==> src/verilog/calsg_defs.svh <==
// Overview of operation
// - event register clears on query or clear-status
// - failure summary drives status byte bit three
// - failure bits 15..9 and 7 read zero
// - failure bit 8 latches baseband channel error
// - failure bit 6 latches channel power failure
// - failure bit 5 latches power zeroing failure
// - failure bit 4 latches tx auto-zero failure
// - failure bits 3..0 live self-cal conditions
// - condition register readable by condition query
// - transition filters readable and writable masks
// - enable register readable returns last written value ANDed with the implemented bit mask
// - calibrating under operation, failure under calibration path
// - both groups use 16-bit registers
// - calibrating bits 0..3 latch calibration starts
// - calibrating condition query never shows true
`ifndef CALSG_DEFS_SVH
`define CALSG_DEFS_SVH

// ==========================================================
// register selectors within a group
`define CALSG_REG_COND   3'h0
`define CALSG_REG_PTR    3'h1
`define CALSG_REG_NTR    3'h2
`define CALSG_REG_EVENT  3'h3
`define CALSG_REG_ENABLE 3'h4

// ==========================================================
// implemented bit masks
`define CALSG_CALING_MASK   16'h000F
`define CALSG_FAIL_MASK     16'h017F
`define CALSG_FAIL_LIVE     16'h000F
`define CALSG_FAIL_EVONLY   16'h0170

// ==========================================================
// reset values and status byte position
`define CALSG_PTR_RST       16'hFFFF
`define CALSG_NTR_RST       16'h0000
`define CALSG_ENABLE_RST    16'h0000
`define CALSG_STB_FAIL_BIT  3

`endif

==> src/verilog/calsg_pkg.sv <==
package calsg_pkg;

	typedef enum logic {
		CALSG_PATH_OPER_CALING,
		CALSG_PATH_CAL_FAIL
	} calsg_path_e;

	typedef struct packed {
		logic        valid;
		logic        write;
		calsg_path_e path;
		logic [2:0]  reg_sel;
		logic [15:0] wdata;
	} calsg_cmd_s;

	typedef struct packed {
		logic [3:0] baseband_start;
		logic       voltmeter_fail;
		logic       counter_fail;
		logic       sampler_fail;
		logic       specan_fail;
		logic       baseband_err_pulse;
		logic       chan_power_fail_pulse;
		logic       zeroing_fail_pulse;
		logic       tx_autozero_fail_pulse;
	} calsg_evt_s;

endpackage

==> src/verilog/calsg_group.sv <==
`timescale 1ns/1ps
`include "calsg_defs.svh"

module calsg_group
	import calsg_pkg::*;
#(
	parameter int          WIDTH      = 16,
	parameter logic [15:0] IMPL_MASK  = 16'hFFFF,
	parameter logic [15:0] COND_MASK  = 16'hFFFF
) (
	input  wire logic             core_clk,   // system clock
	input  wire logic             rst,        // sync reset, high
	input  wire logic [WIDTH-1:0] cond_in,    // live condition levels
	input  wire logic [WIDTH-1:0] direct_set, // event-only set pulses
	input  wire logic             sel,        // command targets this group
	input  wire logic             wr,         // write strobe
	input  wire logic [2:0]       reg_sel,    // register selector
	input  wire logic [WIDTH-1:0] wdata,      // write mask
	input  wire logic             clr_all,    // clear-status command
	output logic      [WIDTH-1:0] rdata,      // selected register value
	output logic                  summary     // summary message bit
);

	// the masks and reset values are 16-bit wide; refuse any other width at elaboration
	if (WIDTH != 16) begin : g_width_check
		$error("calsg_group: WIDTH must be 16");
	end

	logic [WIDTH-1:0] cond_q, ptr_q, ntr_q, event_q, enable_q;
	logic [WIDTH-1:0] rise, fall, set_bits;
	logic             ev_query;

	// ==========================================================
	// condition tracking and transition detect
	always_ff @(posedge core_clk) begin
		if (rst)
			cond_q <= '0;
		else
			cond_q <= cond_in & COND_MASK;
	end

	assign rise     = (cond_in & COND_MASK) & ~cond_q;
	assign fall     = ~(cond_in & COND_MASK) & cond_q;
	// edge filters plus direct pulses; unused bits never set
	assign set_bits = ((rise & ptr_q) | (fall & ntr_q) | direct_set) & IMPL_MASK;
	assign ev_query = sel && !wr && reg_sel == `CALSG_REG_EVENT;

	// ==========================================================
	// writable masks
	always_ff @(posedge core_clk) begin
		if (rst) begin
			ptr_q    <= `CALSG_PTR_RST & IMPL_MASK;
			ntr_q    <= `CALSG_NTR_RST;
			enable_q <= `CALSG_ENABLE_RST;
		end else if (sel && wr) begin
			case (reg_sel)
				`CALSG_REG_PTR:    ptr_q    <= wdata & IMPL_MASK;
				`CALSG_REG_NTR:    ntr_q    <= wdata & IMPL_MASK;
				`CALSG_REG_ENABLE: enable_q <= wdata & IMPL_MASK;
				default: ;
			endcase
		end
	end

	// ==========================================================
	// event latch; a set in the clearing cycle survives
	always_ff @(posedge core_clk) begin
		if (rst)
			event_q <= '0;
		else if (ev_query || clr_all)
			event_q <= set_bits;
		else
			event_q <= event_q | set_bits;
	end

	// ==========================================================
	// read mux and summary
	always_ff @(posedge core_clk) begin
		if (rst)
			rdata <= '0;
		else if (sel && !wr) begin
			case (reg_sel)
				`CALSG_REG_COND:   rdata <= cond_q;
				`CALSG_REG_PTR:    rdata <= ptr_q;
				`CALSG_REG_NTR:    rdata <= ntr_q;
				`CALSG_REG_EVENT:  rdata <= event_q;
				`CALSG_REG_ENABLE: rdata <= enable_q;
				default:           rdata <= '0;
			endcase
		end
	end

	always_ff @(posedge core_clk) begin
		if (rst)
			summary <= 1'b0;
		else
			summary <= |(event_q & enable_q);
	end

endmodule

==> src/verilog/calsg_top.sv <==
`timescale 1ns/1ps
`include "calsg_defs.svh"

module calsg_top
	import calsg_pkg::*;
(
	input  wire logic       core_clk,           // system clock, 100 MHz
	input  wire logic       rst,                // sync reset, high
	input  calsg_cmd_s      cmd,                // decoded status command
	input  wire logic       clear_status,       // clear-status common command pulse
	input  calsg_evt_s      evt,                // calibration activity inputs
	output logic            resp_valid,         // query answer valid
	output logic [15:0]     resp_data,          // query answer integer
	output logic            caling_summary,     // calibrating summary, to operation group
	output logic            cal_fault_summary,  // failure summary, to questionable group
	output logic [7:0]      stb_contrib         // status byte contribution
);

	logic [15:0] caling_rdata, fault_rdata;
	logic [15:0] caling_set, fault_cond, fault_set;
	logic        sel_caling, sel_fault;
	calsg_path_e path_q;

	// ==========================================================
	// path decode
	assign sel_caling = cmd.valid && cmd.path == CALSG_PATH_OPER_CALING;
	assign sel_fault  = cmd.valid && cmd.path == CALSG_PATH_CAL_FAIL;

	// calibration starts latch as events only: condition never observable
	assign caling_set = {12'h000, evt.baseband_start};
	assign fault_cond = {12'h000, evt.voltmeter_fail, evt.counter_fail,
	                     evt.sampler_fail, evt.specan_fail};
	assign fault_set  = {7'h00, evt.baseband_err_pulse, 1'b0, evt.chan_power_fail_pulse,
	                     evt.zeroing_fail_pulse, evt.tx_autozero_fail_pulse, 4'h0};

	calsg_group #(
		.WIDTH     (16),
		.IMPL_MASK (`CALSG_CALING_MASK),
		.COND_MASK (16'h0000)
	) u_caling (
		.core_clk   (core_clk),
		.rst        (rst),
		.cond_in    (16'h0000),
		.direct_set (caling_set),
		.sel        (sel_caling),
		.wr         (cmd.write),
		.reg_sel    (cmd.reg_sel),
		.wdata      (cmd.wdata),
		.clr_all    (clear_status),
		.rdata      (caling_rdata),
		.summary    (caling_summary)
	);

	calsg_group #(
		.WIDTH     (16),
		.IMPL_MASK (`CALSG_FAIL_MASK),
		.COND_MASK (`CALSG_FAIL_LIVE)
	) u_fault (
		.core_clk   (core_clk),
		.rst        (rst),
		.cond_in    (fault_cond),
		.direct_set (fault_set & `CALSG_FAIL_EVONLY),
		.sel        (sel_fault),
		.wr         (cmd.write),
		.reg_sel    (cmd.reg_sel),
		.wdata      (cmd.wdata),
		.clr_all    (clear_status),
		.rdata      (fault_rdata),
		.summary    (cal_fault_summary)
	);

	// ==========================================================
	// answer return, one cycle after the query
	always_ff @(posedge core_clk) begin
		if (rst) begin
			resp_valid <= 1'b0;
			path_q     <= CALSG_PATH_OPER_CALING;
		end else begin
			resp_valid <= cmd.valid && !cmd.write;
			// only a query moves the path, so the answer holds until the next query
			if (cmd.valid && !cmd.write)
				path_q <= cmd.path;
		end
	end

	assign resp_data = (path_q == CALSG_PATH_CAL_FAIL) ? fault_rdata : caling_rdata;

	// parent gating stays outside; this is the raw bit-three feed
	assign stb_contrib = {7'h00, cal_fault_summary} << `CALSG_STB_FAIL_BIT;

endmodule
==> config.mk <==
export PLATFORM = sky130hd
export DESIGN_NAME = calsg_top
export DESIGN_NICKNAME = d
export VERILOG_FILES = /design/src/verilog/calsg_pkg.sv /design/src/verilog/calsg_group.sv /design/src/verilog/calsg_top.sv
export VERILOG_INCLUDE_DIRS = /design/src /design/src/verilog
export SDC_FILE = /design/constraint.sdc
export NUM_CORES = 1
export LEC_CHECK = 0
export BUFFER_PORTS_ARGS = -buffer_cell sky130_fd_sc_hd__buf_2
export CAP_MARGIN = 20
export CORE_MARGIN = 2
export CORE_UTILIZATION = 30
export CTS_CLUSTER_SIZE = 10
export DETAILED_ROUTE_END_ITERATION = 12
export PLACE_DENSITY_LB_ADDON = 0.1
export SETUP_SLACK_MARGIN = 0.02
export SKIP_LAST_GASP = 1
export SLEW_MARGIN = 20
export SYNTH_ARGS = -nofsm -noshare
export SYNTH_HDL_FRONTEND = slang
export SYNTH_SLANG_ARGS = --single-unit
==> constraint.sdc <==
create_clock -name core_clk -period 1.6 [get_ports core_clk]
set_input_delay 0.08 -clock core_clk [delete_from_list [all_inputs] [get_ports core_clk]]
set_output_delay 0.08 -clock core_clk [all_outputs]
set_load 0.02 [all_outputs]
==> results of run 1 <==
## cell families (layout without fill, tap and decap cells)
family                 Yosys count  after routing  share of synthesized area, %
DFF                             68             68                          44.6
other                            1             15                         0.123
buffers and inverters           38             99                          6.80
and+or+nand+nor                100            100                          17.1
AOI/OAI and AO/OA               63             63                          14.3
muxes                           51             51                          17.0
## stage by stage
step	utilization [%]	instance area (um2)	worst slack, ns
3_5_place_dp	35.3	3460	0.102
6_report	39.0	3830	0.102
2_1_floorplan	-	3110	0.319
5_1_grt	39.0	3830	0.0473
4_1_cts	39.0	3830	0.0783
3_3_place_gp	35.3	3460	0.159
## final cells by class
type | instances | area share, %
Multi-Input combinational cell | 229 | 40.3
Inverter | 6 | 0.589
Clock buffer | 12 | 4.05
Sequential cell | 68 | 35.6
Timing Repair Buffer | 77 | 13.9
Clock inverter | 4 | 1.24
Tap cell | 133 | 4.35
## tightest hold or removal path: stages
cell     delay (ns)
buf_2          0.15
mux2i_1        0.08
nand2_1        0.06
## power by group through the flow
stage	Sequential, mW	Combinational, mW	Clock [mW]
after floorplan	1.79	0.238	0
after global placement	1.81	0.350	0
after detailed placement	1.81	0.351	0
after CTS	1.77	0.382	1.52
after global routing	1.78	0.420	1.58
final	1.77	0.380	1.47
## how the worst min path moves through the flow
stage	from	slack, ns	cells after the start	to
after floorplan	evt[8]	0.20	2	u_caling.event_q[0]
after global placement	evt[1]	0.28	3	u_fault.event_q[5]
after detailed placement	evt[9]	0.29	3	u_caling.event_q[1]
after CTS	cmd[2]	0.04	3	u_caling.ptr_q[2]
after global routing	cmd[2]	0.06	3	u_fault.ptr_q[2]
final	cmd[2]	0.04	3	u_caling.ptr_q[2]
## layer usage
layer | vias up | share of wire [%]
li1 | 1258 | -
met5 | - | 0
met4 | 0 | 1.9
met2 | 71 | 41
met3 | 11 | 5.9
met1 | 1209 | 51
## sequential cells by signal, indices dropped and copies added, names as in the netlist
signal / count
path_q: 1
resp_valid: 1
u_caling.enable_q: 4
u_caling.event_q: 4
u_caling.ntr_q: 4
u_caling.ptr_q: 4
u_caling.rdata: 4
u_caling.summary: 1
u_fault.cond_q: 4
u_fault.enable_q: 8
u_fault.event_q: 8
u_fault.ntr_q: 8
u_fault.ptr_q: 8
u_fault.rdata: 8
u_fault.summary: 1
## synth_stat cells, types with 5 or more instances
library cell	n	area share (%)
nand3b_1	12	3.0
dfxtp_1	68	45
nor2_1	47	5.8
clkbuf_1	11	1.4
o21ai_0	8	1.3
a22oi_1	6	1.5
a21oi_1	21	3.4
mux2_2	8	3.0
mux2i_1	43	14
and2_1	5	1.0
nand2_1	17	2.1
buf_4	16	3.9
## timing repair
action                                 CTS  global route
hold buffers                            16             0
setup buffers                            0             0
endpoints found under the hold margin   20             0
==> results.ini, run 1 <==
[drt]
drc=0
ant_nets=0
viasPerCell=4.82
dr.pass1.iters=4
num_vias=2549
drt_wl_total_um=8470
routedWlPerCell_um=16.0
drtIter0Drc=172

[timing]
finalHoldViolations=0
maxSlewViolCount=0
setup_viol=0
layout_min_cycle_time_ns=1.50
rsz0062_at_grt=no
fmax_mhz=668
tns_ns=0
finalClockSkew_ns=0.00859
finalCritPeriodShare_pct=93.6
hold_slack_ns=0.0426

[floorplan]
initial_utilization_pct=31.1
dieArea_um2=11000
rows=36
dieHeight_um=105
core_area_um2=9820
die_w_um=105
ios=64

[clock_tree]
clk_latency_ns=0.35
clk_pin_slew_ns=0.07
cts_tree=built
clockRootBuffer=clkbuf_8
cts_resized=0
clkSinkCount=68
cts_made_buffers=9
cts_max_path_buffers=2
h-tree-depth=3

[final_layout]
areaGrowthSynthToFinish_pct=25.3
drive_gt1_share_pct=23.0
multi_input_area_um2=1540
final_cell_mix=dfxtp_1, nor2_1, mux2i_1, buf_2, a21oi_1
diodes=0
nets=428
final_common_cell=dfxtp_1
layoutNonFillerInstCount=529
final-seq-area_um2=1360
final.fill_count=1026

[global_routing]
top_usage_layer=met1
track_usage_pct=16.1
antenna_found_initial=0
grt_pass1_wl_um=13500
grt_start_max_net_pins=27
grt_use_met2_pct=22.5
grt_overflow=0
first_global_vias=2413
met1_usage_pct=23.8
use_met3_pct=2.93

[worst_setup_path]
crit_buf_inv=1
reg2reg_setup_slack_ns=0.28
cp_slowest_stage_delay_ns=0.52
end_kind=output pin
critical_path.top_delay_family=flip-flops
worst-endpoint-required_ns=1.52
rr_startpoint=u_caling.event_q[2]
crit_path_top_delay_cell=dfxtp_1
endpoint=resp_data[1]
reg2reg_to=u_caling.rdata[2]
start_kind=register
cp_max_fo=9
crit_chain=mux2_2 > buf_2
path_class=reg -> out
rr_worst_depth=3
cp-startpoint=path_q
path_depth=2
crit_arrival_ns=1.42

[pwr]
internal-power_mw=2.69
power_mw=3.62
pwr-share-seq_pct=48.9
switchingPower_uw=930
pwr-share-comb_pct=10.5
vdd_drop_max_mv=0.326
switching_share_pct=25.7
clock_power_share_pct=40.6
pwr_density_cell_nw_per_um2=947
p_leak_nw=1.51

[yosys]
async_reset_ff_share_pct=0
netlist_area_um2=3050
synth-seq-area-share_pct=44.6
ys_seq_elements=68
synth_cell_types=41
syn_area_per_cell_um2=9.51
ys.flop_type=dfxtp_1
syn_inst=321
synth_edf_count=0
yosysWarnings=0

[run_status]
outcome=completed

[place]
dp_hpwl_um=5970
io_buffers=40
place_inst=497
gp_routability_congestion=0.747

[worst_hold_path]
hold_class=in -> reg

[job]
cap_viol_max_count=0

Note: power is estimated with default switching activity, not from simulation.
==> run 2, diff against run 1 <==
--- a/config.mk
+++ b/config.mk
@@ -7,11 +7,11 @@
 export NUM_CORES = 1
 export LEC_CHECK = 0
 export BUFFER_PORTS_ARGS = -buffer_cell sky130_fd_sc_hd__buf_2
-export CAP_MARGIN = 20
 export CORE_MARGIN = 2
 export CORE_UTILIZATION = 30
 export CTS_CLUSTER_SIZE = 10
 export DETAILED_ROUTE_END_ITERATION = 12
+export GPL_TIMING_DRIVEN = 0
 export PLACE_DENSITY_LB_ADDON = 0.1
 export SETUP_SLACK_MARGIN = 0.02
 export SKIP_LAST_GASP = 1
==> constraint.sdc (replaced) <==
create_clock -name core_clk -period 1.7 [get_ports core_clk]
set_input_delay 0.085 -clock core_clk [delete_from_list [all_inputs] [get_ports core_clk]]
set_output_delay 0.085 -clock core_clk [all_outputs]
set_load 0.02 [all_outputs]
==> run 2 against run 1 <==
Net effect:
- sequential share of layout area shrank 0.46 points
- critical path depth increased by 3
- largest cell class unchanged
- non-clock buffer count grew 10
- sequential power fell by 6%
- clock power rose by 6%
- highest routed layer unchanged
- wire length rose by 4.0%
- core utilization rose by 0.51 points
- clock skew increased by 0.0022 ns
- worst hold slack improved by 0.0084 ns
- register-to-register slack gained 0.12 ns
==> results.ini, run 2 (synthesized netlist as in run 1, its figures left out) <==
[run_status]
outcome=completed

[global_routing]
track_usage_pct=16.4  ; +0.33 points
grt_pass1_wl_um=13800  ; +2.3%
grt_overflow=0  ; unchanged
grt_start_max_net_pins=13  ; -52%
antenna_found_initial=0  ; unchanged
first_global_vias=2474  ; +2.5%

[timing]
finalClockSkew_ns=0.0107  ; +0.00215 ns
setup_viol=0  ; unchanged
relSlewSlack_pct=41.1
layout_min_cycle_time_ns=1.49
rsz0062_at_grt=no
tns_ns=0  ; unchanged
timing_worst_slew_pin_value_ns=0.877
finalHoldViolations=0  ; unchanged
finalCritPeriodShare_pct=87.9
hold_slack_ns=0.0510  ; +0.00843 ns
maxSlewViolCount=0  ; unchanged
fmax_mhz=670

[worst_setup_path]
path_class=in -> reg
worst-endpoint-required_ns=1.93  ; +0.41 ns
cp_max_fo=10  ; +1
crit_chain=buf_2 > buf_1 > mux2_2 > a222oi_1 > o2bb2ai_1
crit_arrival_ns=1.72  ; +0.30 ns
start_kind=input port
crit_path_top_delay_cell=buf_1
cp_slowest_stage_delay_ns=0.53  ; about the same
end_kind=register

[final_layout]
areaGrowthSynthToFinish_pct=27.0
drive_gt1_share_pct=22.7  ; -0.32 points
multi_input_area_um2=1550  ; +0.41%
nets=438  ; +2.3%
final-seq-area_um2=1360  ; unchanged
diodes=0  ; unchanged
final.fill_count=1059  ; +3.2%
final_common_cell=dfxtp_1
final_cell_mix=dfxtp_1, nor2_1, buf_2, mux2i_1, a21oi_1

[drt]
num_vias=2560  ; +0.43%
drt_wl_total_um=8810  ; +4.0%
routedWlPerCell_um=16.3  ; +2.1%
drtIter0Drc=111  ; -35%
drc=0  ; unchanged
ant_nets=0  ; unchanged
viasPerCell=4.75  ; -1.4%
dr.pass1.iters=5  ; +1

[pwr]
pwr_density_cell_nw_per_um2=928  ; -2.0%
power_mw=3.60  ; -0.70%
p_leak_nw=1.53  ; +1.4%
vdd_drop_max_mv=0.435  ; +33%

[clock_tree]
cts_max_path_buffers=2  ; unchanged
clk_pin_slew_ns=0.07  ; about the same
cts_made_buffers=9  ; unchanged
h-tree-depth=3  ; unchanged
clockRootBuffer=clkbuf_8
clk_latency_ns=0.36  ; about the same
clkSinkCount=68  ; unchanged
cts_tree=built

[place]
gp_routability_congestion=0.810  ; +8.4%
io_buffers=40  ; unchanged
dp_hpwl_um=6220  ; +4.2%

[floorplan]
dieHeight_um=105  ; unchanged
die_w_um=105  ; unchanged
dieArea_um2=11000  ; unchanged
core_area_um2=9820  ; unchanged
initial_utilization_pct=31.1  ; unchanged
ios=64  ; unchanged
rows=36  ; unchanged

[job]
cap_viol_max_count=0  ; unchanged

[worst_hold_path]
hold_class=in -> reg

run 2: cell types whose count changed in the layout (fill, tap and decap cells not counted), moves of 2 or more:
cell,previous run,this run
clkbuf_1,1,10
buf_2,40,44
buf_4,20,16
clkinv_2,2,0
run 2: timing repair:
item / 4_1_cts / 5_1_grt
resized for setup: 0 / 2
endpoints found under the hold margin: 19 / 0
hold buffers: 16 / 0
endpoints found under the setup margin: 0 / 12
setup buffers: 0 / 0
run 2: report_power, final:
part / switching, mW / total, mW / internal, mW
Clock: 0.648 / 1.56 / 0.908
Combinational: 0.222 / 0.379 / 0.158
Sequential: 0.0310 / 1.66 / 1.63
Total: 0.901 / 3.60 / 2.70
run 2: path summary, 6_finish.rpt:
| check | from | endpoint | slack, ns | depth (start not counted) |
|---|---|---|---|---|
| worst max-delay path | cmd[17] | u_caling.rdata[2] | 0.21 | 5 |
| worst min-delay path | cmd[0] | u_caling.ptr_q[0] | 0.05 | 3 |
| worst max register to register | u_caling.event_q[0] | u_caling.rdata[0] | 0.40 | 3 |
| worst min register to register | u_caling.rdata[1] | u_caling.rdata[1] | 0.47 | 1 |
run 2: final cells by class:
| cell class | count | share of cell area, % |
|---|---|---|
| flip-flops and latches | 68 | 35.1 |
| inverters | 6 | 0.581 |
| clock buffers | 11 | 3.91 |
| repair buffers | 56 | 9.30 |
| well taps | 133 | 4.29 |
| plain buffers | 31 | 4.68 |
| multi-input cells | 229 | 40.0 |
| clock inverters | 5 | 2.16 |
run 2: routing by layer:
layer	wire, um	up-vias	track usage [%]	part of all wire (%)
met5	0	-	0	0
met3	401	10	3.99	4.6
met1	4520	1207	23.4	51
li1	-	1281	-	-
met2	3790	62	24.4	43
met4	99	0	4.86	1.1
run 2: through the flow:
step           instance area (um2)  util (%)  setup slack, ns  cells
3_5_place_dp                  3470      35.4           -0.221    508
6_report                      3880      39.5            0.207    539
5_1_grt                       3880      39.5           0.0725    539
2_1_floorplan                 3110         -            0.414    335
4_1_cts                       3870      39.4           0.0489    540
3_3_place_gp                  3470      35.4           -0.270    508
run 2: critical path: cells and delay by family:
kind | cells | cell delay, ns
mux | 1 | 0.41
compound gates | 2 | 0.56
buf+inv | 2 | 0.65
==> run 3, diff against run 2 <==
==> constraint.sdc (replaced) <==
create_clock -name core_clk -period 1.4 [get_ports core_clk]
set_input_delay 0.07 -clock core_clk [delete_from_list [all_inputs] [get_ports core_clk]]
set_output_delay 0.07 -clock core_clk [all_outputs]
set_load 0.02 [all_outputs]
==> run 3 against run 2 <==
Net effect:
- first-iteration DRC count grew 3.6%
- worst setup slack got worse by 0.14 ns
- power up 21%
- count of clock-buffer cells in the layout is the same
- clock power up 21%
- die area unchanged
- sequential power increased by 22%
- register-to-register slack got worse by 0.33 ns
- combinational power grew 22%
- worst hold slack lost 0.0095 ns
- critical path depth did not move
- flip-flop and latch count did not move
==> results.ini, run 3 (synthesized netlist as in run 1, its figures left out) <==
[run_status]
outcome=completed

[timing]
layout_min_cycle_time_ns=1.34
finalCritPeriodShare_pct=95.4
setup_viol=0  ; unchanged
fmax_mhz=748
rsz0062_at_grt=no
relSlewSlack_pct=41.3  ; +0.24 points
timing_worst_slew_pin_value_ns=0.873  ; -0.00353 ns
maxSlewViolCount=0  ; unchanged
finalClockSkew_ns=0.0137  ; +0.00295 ns
finalHoldViolations=0  ; unchanged

[global_routing]
grt_overflow=0  ; unchanged
track_usage_pct=16.4  ; unchanged
antenna_found_initial=0  ; unchanged
grt_pass1_wl_um=13800  ; unchanged
first_global_vias=2478  ; +0.16%
grt_start_max_net_pins=13  ; unchanged

[drt]
dr.pass1.iters=5  ; unchanged
drt_wl_total_um=8840  ; +0.30%
viasPerCell=4.78  ; +0.66%
drc=0  ; unchanged
routedWlPerCell_um=16.4  ; +0.30%
num_vias=2577  ; +0.66%
drtIter0Drc=115  ; +3.6%
ant_nets=0  ; unchanged

[pwr]
vdd_drop_max_mv=0.529  ; +21%
clock_power_share_pct=43.1  ; about the same
switchingPower_mw=1.09  ; +21%
pwr_density_cell_nw_per_um2=1120  ; +21%
internal-power_mw=3.28  ; +21%
switching_share_pct=24.9  ; -0.091 points
pwr-share-seq_pct=46.2  ; about the same
pwr-share-comb_pct=10.6  ; about the same
p_leak_nw=1.54  ; +1.0%

[worst_setup_path]
cp-startpoint=cmd[18]
end_kind=register
endpoint=u_fault.ntr_q[0]
start_kind=input port
crit_chain=buf_2 > nand2b_1 > nor4_4 > mux2i_1 > nor2_1
crit_path_top_delay_cell=nor4_4
crit_arrival_ns=1.55  ; -0.17 ns
reg2reg_to=u_caling.rdata[3]
reg2reg_setup_slack_ns=0.07  ; -0.33 ns
worst-endpoint-required_ns=1.61  ; -0.32 ns
rr_worst_depth=3  ; unchanged
rr_startpoint=u_caling.event_q[3]
path_class=in -> reg
cp_max_fo=8  ; -2
cp_slowest_stage_delay_ns=0.71  ; +0.18 ns

[clock_tree]
clockRootBuffer=clkbuf_8
cts_tree=built
clk_pin_slew_ns=0.07  ; about the same
cts_made_buffers=9  ; unchanged
clkSinkCount=68  ; unchanged
h-tree-depth=3  ; unchanged
clk_latency_ns=0.35  ; about the same
cts_max_path_buffers=2  ; unchanged

[floorplan]
ios=64  ; unchanged
dieArea_um2=11000  ; unchanged
rows=36  ; unchanged
dieHeight_um=105  ; unchanged
die_w_um=105  ; unchanged
core_area_um2=9820  ; unchanged
initial_utilization_pct=31.1  ; unchanged

[place]
gp_routability_congestion=0.810  ; unchanged
dp_hpwl_um=6220  ; unchanged
io_buffers=40  ; unchanged
place_area_um2=3470  ; unchanged

[final_layout]
fin_util_pct=39.6  ; +0.17 points
final.fill_count=1059  ; unchanged
areaGrowthSynthToFinish_pct=27.5
diodes=0  ; unchanged
nets=438  ; unchanged
final_cell_mix=dfxtp_1, nor2_1, buf_2, mux2i_1, a21oi_1
design_area_um2=3890  ; +0.42%
final_common_cell=dfxtp_1
drive_gt1_share_pct=23.6  ; +0.99 points

[worst_hold_path]
hold_class=in -> reg
worstHoldPathCells=3  ; unchanged

[job]
cap_viol_max_count=0  ; unchanged

-- run 3: metal layers --
metal / up-vias / track usage [%] / wire (um)
met5: - / 0 / 0
met1: 1221 / 23.5 / 4530
met2: 71 / 24.4 / 3820
li1: 1279 / - / -
met3: 6 / 3.99 / 423
met4: 0 / 4.86 / 66
-- run 3: what timing repair did --
action / CTS / global route
endpoints found under the setup margin: 17 / 23
buffers inserted: 0 / 0
gates resized for setup: 4 / 6
hold buffers: 16 / 0
hold endpoints to repair: 24 / 0
-- run 3: worst max-delay path: cells and delay by family --
| kind | cells | cell delay [ns] |
|---|---|---|
| simple gates | 3 | 1.05 |
| mux | 1 | 0.27 |
| buf+inv | 1 | 0.16 |
-- run 3: power by group through the flow --
stage	clock (mW)	combinational, mW	sequential, mW
2_1_floorplan	0	0.271	2.05
3_3_place_gp	0	0.425	2.06
3_5_place_dp	0	0.424	2.06
4_1_cts	1.93	0.458	2.02
5_1_grt	1.99	0.502	2.02
6_report	1.88	0.464	2.02
-- run 3: layout make-up --
type	count	area, um2	area share, %
Clock inverter	5	83.8	2.15
Sequential cell	68	1370	35.1
Timing Repair Buffer	56	360	9.26
Clock buffer	11	151	3.89
Multi-Input combinational cell	229	1560	40.0
Inverter	6	22.5	0.579
Buffer	31	188	4.82
Tap cell	133	166	4.28
-- run 3: worst min path at each step --
stage                      start  slack (ns)                   to
final                     cmd[0]        0.04    u_caling.ptr_q[0]
after CTS                 cmd[0]        0.03    u_caling.ptr_q[0]
after detailed placement  evt[1]        0.28   u_fault.event_q[5]
after global placement    evt[2]        0.27   u_fault.event_q[6]
after floorplan           evt[8]        0.19  u_caling.event_q[0]
after global routing      cmd[0]        0.05     u_fault.ptr_q[0]
-- run 3: stage by stage --
stage | total power, mW | TNS [ns] | cells | hold slack (ns) | setup slack, ns
after floorplan | 2.32 | 0 | 335 | 0.187 | 0.129
after global placement | 2.48 | -14.80 | 508 | 0.274 | -0.555
after detailed placement | 2.48 | -14.17 | 508 | 0.282 | -0.506
after CTS | 4.40 | 0 | 539 | 0.0323 | 0.0161
after global routing | 4.52 | 0 | 539 | 0.0455 | 0.0212
final | 4.36 | 0 | 539 | 0.0415 | 0.0639
